$ cat src/hw/prio_reg_map.svh
// Register map, field layout, reset values and timing counts of the priority register
// Behaviour
// - Timer one priority in bits 14..12
// - Compare one priority in bits 10..8
// - Capture one priority in bits 6..4
// - External irq zero priority in bits 2..0
// - Value seven gives highest level seven
// - Value one gives lowest serviced level
// - Value zero disables the source entirely
// - Bits 15,11,7,3 unstored, read zero
// - Reset loads level four into each field
// - Request passes only when enable is one
`ifndef PRIO_REG_MAP_SVH
`define PRIO_REG_MAP_SVH

// ----------------------------------------------------------------
// Addresses and layout
// ----------------------------------------------------------------
`define PRIO_ADDR_W 4
`define PRIO_CTRL0_OFS 4'h0
`define PRIO_ENABLE_OFS 4'h1
`define PRIO_STATUS_OFS 4'h2
`define PRIO_TIMER_LSB 12
`define PRIO_COMPARE_LSB 8
`define PRIO_CAPTURE_LSB 4
`define PRIO_EXTIRQ_LSB 0
`define PRIO_FIELD_MASK 16'h7777
`define PRIO_CTRL0_RESET 16'h4444
`define PRIO_ENABLE_RESET 4'h0
`define PRIO_READ_LATENCY 1

`endif

$ cat src/hw/prio_pkg.sv
// Types shared by the priority register block
package prio_pkg;
   typedef logic [2:0] level_t;
   typedef logic [15:0] word_t;
   typedef enum logic [1:0] {
      SRC_TIMER = 2'h0,
      SRC_COMPARE = 2'h1,
      SRC_CAPTURE = 2'h2,
      SRC_EXTIRQ = 2'h3
   } source_t;
endpackage

$ cat src/hw/prio_level_gate.sv
// Per-source level gate: combines request, enable and stored level
`timescale 1ns/1ps
module prio_level_gate
   import prio_pkg::*;
(
   input wire logic request,
   input wire logic enable,
   input wire level_t level,
   output logic active,
   output level_t effLevel
);
   // Zero level or cleared enable blocks the source
   always_comb begin
      active = request & enable & (level != 3'h0);
      effLevel = active ? level : 3'h0;
   end
endmodule

$ cat src/hw/interrupt_priority_reg0.sv
// Priority register zero with enables, read port and per-source levels
//
// Design decisions made here: the placing of the registers and the plain strobed port.
`timescale 1ns/1ps
`include "prio_reg_map.svh"
module interrupt_priority_reg0
   import prio_pkg::*;
(
   input wire logic sys_clk,
   input wire logic rst,
   input wire logic [`PRIO_ADDR_W-1:0] regAddr,
   input wire logic [15:0] regWrData,
   input wire logic regWrStb,
   input wire logic regRdStb,
   output logic [15:0] regRdData,
   input wire logic [3:0] srcRequest,
   output level_t timer_one_priority,
   output level_t compare_one_priority,
   output level_t capture_one_priority,
   output level_t ext_irq_zero_priority,
   output logic [3:0] srcActive,
   output logic [11:0] srcLevels
);

   // ----------------------------------------------------------------
   // Helpers
   // ----------------------------------------------------------------
   // Extracts one three-bit field from the register word
   function automatic level_t field_of(input word_t w, input int lsb);
      field_of = level_t'(w >> lsb);
   endfunction

   // True when a strobe addresses the given register offset
   function automatic logic hits(input logic stb, input logic [`PRIO_ADDR_W-1:0] a,
      input logic [`PRIO_ADDR_W-1:0] ofs);
      hits = stb && (a == ofs);
   endfunction

   // ----------------------------------------------------------------
   // Register state
   // ----------------------------------------------------------------
   word_t ctrl0_r, ctrl0_nxt;
   logic [3:0] irqEnable_r, irqEnable_nxt;
   logic [15:0] rdData_r, rdData_nxt;
   logic [3:0] srcActiveInt;
   logic timer_one_irq_enable;

   // Write decode; unstored bits are masked off on every write
   always_comb begin
      ctrl0_nxt = ctrl0_r;
      irqEnable_nxt = irqEnable_r;
      if (hits(regWrStb, regAddr, `PRIO_CTRL0_OFS)) begin
         ctrl0_nxt = regWrData & `PRIO_FIELD_MASK;
      end
      if (hits(regWrStb, regAddr, `PRIO_ENABLE_OFS)) begin
         irqEnable_nxt = regWrData[3:0];
      end
      // Reset comes last so that it wins over a write in the same cycle
      if (rst) begin
         ctrl0_nxt = `PRIO_CTRL0_RESET;
         irqEnable_nxt = `PRIO_ENABLE_RESET;
      end
   end

   // Read mux; unmapped offsets and idle cycles give zero, so data stand one cycle only
   always_comb begin
      rdData_nxt = 16'h0000;
      if (regRdStb && !rst) begin
         case (regAddr)
            `PRIO_CTRL0_OFS: rdData_nxt = ctrl0_r & `PRIO_FIELD_MASK;
            `PRIO_ENABLE_OFS: rdData_nxt = {12'h000, irqEnable_r};
            `PRIO_STATUS_OFS: rdData_nxt = {12'h000, srcActiveInt};
            default: rdData_nxt = 16'h0000;
         endcase
      end
   end

   // Registers only
   always_ff @(posedge sys_clk) begin
      ctrl0_r <= ctrl0_nxt;
      irqEnable_r <= irqEnable_nxt;
      rdData_r <= rdData_nxt;
   end

   assign regRdData = rdData_r;

   // Timer one enable is bit 0 of the enable register
   assign timer_one_irq_enable = irqEnable_r[0];

   // ----------------------------------------------------------------
   // Levels toward the arbiter
   // ----------------------------------------------------------------
   // Stored fields are presented continuously
   assign timer_one_priority = field_of(ctrl0_r, `PRIO_TIMER_LSB);
   assign compare_one_priority = field_of(ctrl0_r, `PRIO_COMPARE_LSB);
   assign capture_one_priority = field_of(ctrl0_r, `PRIO_CAPTURE_LSB);
   assign ext_irq_zero_priority = field_of(ctrl0_r, `PRIO_EXTIRQ_LSB);

   // Array form lets the generate loop index the four fields
   level_t lvlArr [4];
   assign lvlArr[0] = timer_one_priority;
   assign lvlArr[1] = compare_one_priority;
   assign lvlArr[2] = capture_one_priority;
   assign lvlArr[3] = ext_irq_zero_priority;

   // One gate per source
   for (genvar g = 0; g < 4; g++) begin : gateGen
      prio_level_gate uGate (
         .request(srcRequest[g]),
         .enable(irqEnable_r[g]),
         .level(lvlArr[g]),
         .active(srcActiveInt[g]),
         .effLevel(srcLevels[3*g +: 3])
      );
   end
   // Status register reads the same active vector
   assign srcActive = srcActiveInt;

   // ----------------------------------------------------------------
   // Checks: reset and storage
   // ----------------------------------------------------------------
   // Reset loads level four into every field
   reset_value_a: assert property (@(posedge sys_clk)
      rst |=> ctrl0_r == 16'h4444)
      else $error("priority fields not four after reset");
   // Reset clears every enable, so nothing reaches the arbiter
   reset_enable_a: assert property (@(posedge sys_clk)
      rst |=> irqEnable_r == 4'h0)
      else $error("enables not cleared after reset");
   // Read data are zero right after reset
   reset_read_a: assert property (@(posedge sys_clk)
      rst |=> regRdData == 16'h0000)
      else $error("read data not zero after reset");
   // Unstored bits never hold a one
   unused_zero_a: assert property (@(posedge sys_clk) disable iff (rst)
      (ctrl0_r & 16'h8888) == 16'h0000)
      else $error("unstored bit holds a one");
   // A write stores the word with the unstored bits dropped
   write_update_a: assert property (@(posedge sys_clk) disable iff (rst)
      regWrStb && regAddr == 4'h0 |=> ctrl0_r == ($past(regWrData) & 16'h7777))
      else $error("write not stored");
   // Without a write or a reset the stored levels hold
   hold_value_a: assert property (@(posedge sys_clk) disable iff (rst)
      !rst && !(regWrStb && regAddr == 4'h0) |=> $stable(ctrl0_r))
      else $error("levels changed without a write");
   // An enable write lands in the enable register
   enable_write_a: assert property (@(posedge sys_clk) disable iff (rst)
      regWrStb && regAddr == 4'h1 |=> irqEnable_r == $past(regWrData[3:0]))
      else $error("enable write not stored");

   // ----------------------------------------------------------------
   // Checks: field placement
   // ----------------------------------------------------------------
   // Timer one takes bits 14 to 12 of the written word
   timer_field_a: assert property (@(posedge sys_clk) disable iff (rst)
      regWrStb && regAddr == 4'h0 |=> timer_one_priority == $past(regWrData[14:12]))
      else $error("timer field misplaced");
   // Compare one takes bits 10 to 8 of the written word
   compare_field_a: assert property (@(posedge sys_clk) disable iff (rst)
      regWrStb && regAddr == 4'h0 |=> compare_one_priority == $past(regWrData[10:8]))
      else $error("compare field misplaced");
   // Capture one takes bits 6 to 4 of the written word
   capture_field_a: assert property (@(posedge sys_clk) disable iff (rst)
      regWrStb && regAddr == 4'h0 |=> capture_one_priority == $past(regWrData[6:4]))
      else $error("capture field misplaced");
   // External irq zero takes bits 2 to 0 of the written word
   extirq_field_a: assert property (@(posedge sys_clk) disable iff (rst)
      regWrStb && regAddr == 4'h0 |=> ext_irq_zero_priority == $past(regWrData[2:0]))
      else $error("external field misplaced");

   // ----------------------------------------------------------------
   // Checks: gating toward the arbiter
   // ----------------------------------------------------------------
   // Level zero blocks the source and its level
   disabled_source_a: assert property (@(posedge sys_clk) disable iff (rst)
      ext_irq_zero_priority == 3'h0 |-> !srcActive[3] && srcLevels[11:9] == 3'h0)
      else $error("disabled source still active");
   // A cleared timer one enable blocks its request
   enable_gate_a: assert property (@(posedge sys_clk) disable iff (rst)
      !timer_one_irq_enable |-> !srcActive[0])
      else $error("request passed without enable");
   // No source is active without both request and enable
   request_gate_a: assert property (@(posedge sys_clk) disable iff (rst)
      (srcActive & ~(srcRequest & irqEnable_r)) == 4'h0)
      else $error("source active without request and enable");
   // Timer one passes its stored level, never below one
   level_pass_a: assert property (@(posedge sys_clk) disable iff (rst)
      srcActive[0] |-> srcLevels[2:0] == timer_one_priority && srcLevels[2:0] >= 3'h1)
      else $error("active level wrong");
   // Compare one passes its stored level unchanged
   compare_pass_a: assert property (@(posedge sys_clk) disable iff (rst)
      srcActive[1] |-> srcLevels[5:3] == compare_one_priority)
      else $error("compare level wrong");
   // Capture one passes its stored level unchanged
   capture_pass_a: assert property (@(posedge sys_clk) disable iff (rst)
      srcActive[2] |-> srcLevels[8:6] == capture_one_priority)
      else $error("capture level wrong");
   // External irq zero passes its stored level unchanged
   extirq_pass_a: assert property (@(posedge sys_clk) disable iff (rst)
      srcActive[3] |-> srcLevels[11:9] == ext_irq_zero_priority)
      else $error("external level wrong");
   // An idle source shows level zero
   idle_level_a: assert property (@(posedge sys_clk) disable iff (rst)
      !srcActive[2] |-> srcLevels[8:6] == 3'h0)
      else $error("idle source shows a level");

   // ----------------------------------------------------------------
   // Checks: read port
   // ----------------------------------------------------------------
   // A read returns the stored word one cycle later
   read_back_a: assert property (@(posedge sys_clk) disable iff (rst)
      regRdStb && regAddr == 4'h0 |=> regRdData == $past(ctrl0_r))
      else $error("read data wrong");
   // Unstored bits read as zero
   read_mask_a: assert property (@(posedge sys_clk) disable iff (rst)
      regRdStb && regAddr == 4'h0 |=> (regRdData & 16'h8888) == 16'h0000)
      else $error("unstored bit reads as one");
   // Status read returns the active vector of the strobe cycle
   status_read_a: assert property (@(posedge sys_clk) disable iff (rst)
      regRdStb && regAddr == 4'h2 |=> regRdData == {12'h000, $past(srcActive)})
      else $error("status read wrong");

   // Main scenarios
   write_seen_c: cover property (@(posedge sys_clk) regWrStb && regAddr == 4'h0);
   read_seen_c: cover property (@(posedge sys_clk) regRdStb && regAddr == 4'h0);
   top_level_c: cover property (@(posedge sys_clk) srcActive[1] && srcLevels[5:3] == 3'h7);
   disabled_c: cover property (@(posedge sys_clk) srcRequest[2] && capture_one_priority == 3'h0);
   mid_level_c: cover property (@(posedge sys_clk) srcActive[3] && srcLevels[11:9] == 3'h3);
endmodule

$ cat config.mk
export PLATFORM = sky130hd
export DESIGN_NAME = interrupt_priority_reg0
export DESIGN_NICKNAME = d
export VERILOG_FILES = /design/src/hw/prio_pkg.sv /design/src/hw/prio_level_gate.sv /design/src/hw/interrupt_priority_reg0.sv
export VERILOG_INCLUDE_DIRS = /design/src /design/src/hw
export SDC_FILE = /design/constraint.sdc
export NUM_CORES = 1
export LEC_CHECK = 0
export ABC_CLOCK_PERIOD_IN_PS = 1300
export BUFFER_PORTS_ARGS = -buffer_cell sky130_fd_sc_hd__buf_2
export CORE_AREA = 5 5 72 74
export DETAILED_ROUTE_END_ITERATION = 7
export DIE_AREA = 0 0 77 79
export GPL_ROUTABILITY_DRIVEN = 0
export GPL_TIMING_DRIVEN = 0
export SLEW_MARGIN = 25
export SYNTH_ARGS = -nofsm -noshare
export SYNTH_HDL_FRONTEND = slang
export SYNTH_HIERARCHICAL = 1
export SYNTH_SLANG_ARGS = --single-unit
$ cat constraint.sdc
create_clock -name sys_clk -period 1.3 [get_ports sys_clk]
set_input_delay 0.325 -clock sys_clk [delete_from_list [all_inputs] [get_ports sys_clk]]
set_output_delay 0.325 -clock sys_clk [all_outputs]
set_load 0.01 [all_outputs]
Yosys cells after proc, flatten, opt, wreduce, memory -nomap -nowiden. Index checks and enable logic that the tools add are counted.

Bits in registers: 32. Output and inout port bits: 44. Word-level logic and storage cells: 27.

Equality and inequality tests: 2. Muxes and demuxes: 5. Bitwise logic cells: 8. Reduce and logical (&&, ||, !) cells: 9.

Operators with widths (count): 15-bit one-hot mux with 3 select lines (1); 3-bit two-way mux (4); 3-bit nonzero test (4); 1-bit AND (8); 4-bit by 1-bit == test with 1-bit output (second input constant) (1); 4-bit by 2-bit == test with 1-bit output (second input constant) (1); 4-bit logical NOT (1); 1-bit logical AND (3); 1-bit logical NOT (1).

Depth between registers and ports, before layout.
Word-level depth: 3. Mapped depth: 5.

Hierarchy. Netlist, hierarchy kept.

By module, submodules not included: interrupt_priority_reg0 (instances 1, cells each 114, area each 1159.9 um2); prio_level_gate (instances 4, cells each 4, area each 30.0 um2).

Worst setup path after synthesis. Ideal clock, no wire load.

Path type: register -> register. Start point: reg ctrl0_r[10]. End point: reg rdData_r[1] (netlist: regRdData[1]). Setup time: 0.118 ns. Data arrival time: 1.080 ns. Required time: 1.182 ns. Slack: 0.102 ns. Stages on the path, launching flop included: 5. Clock period less this slack: 1.198 ns. Cells stage by stage: dfxtp_1 o311a_1 mux2i_1 a2bb2oi_1 nor2_1.

Word-level cells in the longest chain between the ends: 3.

Ends and longest elaborated chain: from (decl) (line interrupt_priority_reg0.sv:42) `word_t ctrl0_r, ctrl0_nxt;`; from (signal assigned) (line interrupt_priority_reg0.sv:80) `ctrl0_r <= ctrl0_nxt;`; 3-bit nonzero test (line prio_level_gate.sv:14) `active = request & enable & (level != 3'h0);`; 1-bit AND (line prio_level_gate.sv:14); net srcActive[1] (line interrupt_priority_reg0.sv:21) `output logic [3:0] srcActive,`; 15-bit one-hot mux with 3 select lines (line interrupt_priority_reg0.sv:69) `case (regAddr)`; to (signal assigned) (line interrupt_priority_reg0.sv:82) `rdData_r <= rdData_nxt;`; to (decl) (line interrupt_priority_reg0.sv:44) `logic [15:0] rdData_r, rdData_nxt;`.

The timed path passes the listed nets, and every way through them passes these cells. A chain may end at the register's enable or synchronous reset.

Final worst setup path.
Start point: reg ctrl0_r[0]. End point: out srcActive[3].

Word-level cells in the longest chain between the ends: 2.

Ends and longest elaborated chain (line): 3-bit nonzero test (prio_level_gate.sv:14); 1-bit AND (prio_level_gate.sv:14); to (decl) (interrupt_priority_reg0.sv:21).

No other way between the ends.

==> qor.txt <==
Outcome: finished with violations
Failing checks: setup timing
TritonCTS clock tree: yes
Post-Layout Cell Count: 275
Pwr/cell area: 893 nW/um^2
N_diodes: 0
Crit end category: primary output
Layout cell share with drive strength beyond 1: 55.2%
H-Tree Depth: 2
Inserted Clock Buffers: 5
Initial antenna violation count: 0
Util after Layout: 46.1%
Post-route minimum period: 1.45 ns
Post-synth top area cell: dfxtp_1
Via density: 4.56
Total GRT Usage: 12.5%
Post-synthesis cell area: 1280 um^2
Iteration-0 DRC count of the detailed router: 45
Area share of the largest cell type after synthesis: 45.4%
Floorplan row count: 25
Fmax: 0.689 GHz
DP Cell Count: 251
Hold path depth: 3
Max-Cap Viols: 0
Tcrit/Tclk final: 112%
I/O Buffers: 65
EDFF count, synth: 0
Max-slew violations: 0
Worst hold path class: input pin to flop
Final WS setup: -0.151 ns
DRC viols: 0
Area growth syn-to-layout: 63.2%
Commonest cells in the synthesized netlist: 29 x dfxtp_1, 22 x nand2b_1, 17 x mux2i_1
CTS sink count: 29
#FFs+latches synth: 29
Worst EP required: 0.98 ns
Worst setup path class: flop to primary output
Antenna viol nets, final: 0
Max Buffers Root-to-Sink: 2
Clock root cell: clkbuf_8
Netlist cell types: 23
DRT Pass-1 Iters: 4
R2R cell count: 4
Crit path max fanout: 2
Routed len/inst: 14.0 um
Synth area leaders: dfxtp_1 45%, mux2i_1 13%, nand2b_1 11%, and3_1 4.9%, and2_1 4.4%
Die Ht: 79 um
Maximum vdd ir drop: 329 uV
Startpoint types: flop
Starting Density: 28.2%
Crit path DAT: 1.13 ns
Dpl hpwl: 2.72 mm
Die W: 77 um
First-pass GRT wire length: 5.92 mm
Ys flop type: dfxtp_1
Avg Inst Size Synth: 9.85 um^2
Seq/Total Area, Yosys: 45.4%
Cell with the most instances after synthesis: dfxtp_1
Count of final setup violators: 9
Vias in the first global route: 1186
Leak: 0.986 nW
Worst-Skew Late Latency: 0.28 ns
Hold Buf Count CTS: 0
WL final: 3.86 mm
Layout Nets: 248
Reg clk slew, reported paths: 0.06 ns
Die area: 6080 um^2
Final Hold Fails: 0
Gate Count Post-Synth: 130
Clock skew: 0.00244 ns
Yosys warns: 6
CORE AREA: 4540 um^2
Place WS: -0.0629 ns
Ys async rst share: 0%
Io pins: 72
Largest net degree at the start of global routing: 11
Vias: 1255
GR Overflow Total: 0
RSZ-0062 raised after global routing: true
[layout make-up]
| class | count | area (um^2) |
|---|---|---|
| Fill cell | 423 | 2450 |
| Sequential cell | 29 | 618 |
| Multi-Input combinational cell | 94 | 692 |
| Clock buffer | 7 | 96.3 |
| Clock inverter | 1 | 5.00 |
| Tap cell | 54 | 67.6 |
| Timing Repair Buffer | 81 | 551 |
| Buffer | 9 | 60.1 |
[critical path, stage by stage, from the launching register on]
cell and delay, ns:
dfxtp_4 0.35, o311a_1 0.35, buf_2 0.15
[timing repair]
item	CTS	global route
buffers inserted	15	3
resized for setup	27	26
pin swaps	5	4
setup endpoints to repair	16	21
[where the power goes]
group / switching, W / total (W) / internal [W]
combinational: 0.0000791 / 0.000161 / 0.0000820
clock: 0.000335 / 0.000812 / 0.000477
sequential: 0.00000754 / 0.000892 / 0.000884
total: 0.000422 / 0.00187 / 0.00144
[cells in the final DEF (no fill, tap or decap), types with 2 or more instances in the layout]
cell type,synthesis,routed
dfxtp_1,29,13
conb_1,1,3
and3_2,4,3
and3_4,0,7
buf_6,2,22
nor2_1,13,13
clkbuf_8,0,7
nand2b_1,22,22
and2_1,9,9
dfxtp_2,0,9
mux2i_1,17,17
a222oi_1,2,2
buf_2,0,53
clkbuf_1,4,4
dfxtp_4,0,7
and3_1,10,4
o311a_1,4,3
buf_4,3,11
[worst paths after layout]
| kind | start | end | slack, ns |
|---|---|---|---|
| max | ctrl0_r[0] | srcActive[3] | -0.15 |
| min | regWrData[4] | ctrl0_r[4] | 0.30 |
| max reg2reg | ctrl0_r[12] | regRdData[0] | 0.01 |
| min reg2reg | ctrl0_r[12] | regRdData[12] | 0.49 |
[layer usage]
metal	track usage (%)	share of wire [%]	vias up
met5	0	0	-
met4	4.64	1.7	0
met3	5.78	10	9
met2	19.4	46	54
met1	15.0	42	565
li1	-	-	627
[registers in the layout, indices dropped and copies added, names as in the netlist]
register	count
ctrl0_r	12
regRdData	13
irqEnable_r	4
[cells by family (layout without fill, tap and decap cells)]
group	Yosys count	count (layout)	synth area share (%)
simple gates	66	66	30.4
mux	17	17	13.3
buf+inv	9	98	4.69
other cells	1	3	0.293
flops	29	29	45.4
compound gates	8	8	5.96
[per-stage QoR]
step | total power (W) | cell area (um^2) | TNS [ns] | hold slack [ns]
3_3_place_gp | 0.00107 | 1680 | -0.652 | 0.505
5_1_grt | 0.00194 | 2090 | -1.09 | 0.303
6_report | 0.00187 | 2090 | -0.663 | 0.299
4_1_cts | 0.00189 | 1970 | -0.796 | 0.295
3_5_place_dp | 0.00107 | 1680 | -0.812 | 0.500
2_1_floorplan | 0.000995 | 1290 | 0 | 0.480
(Power assumes the default switching activity.)
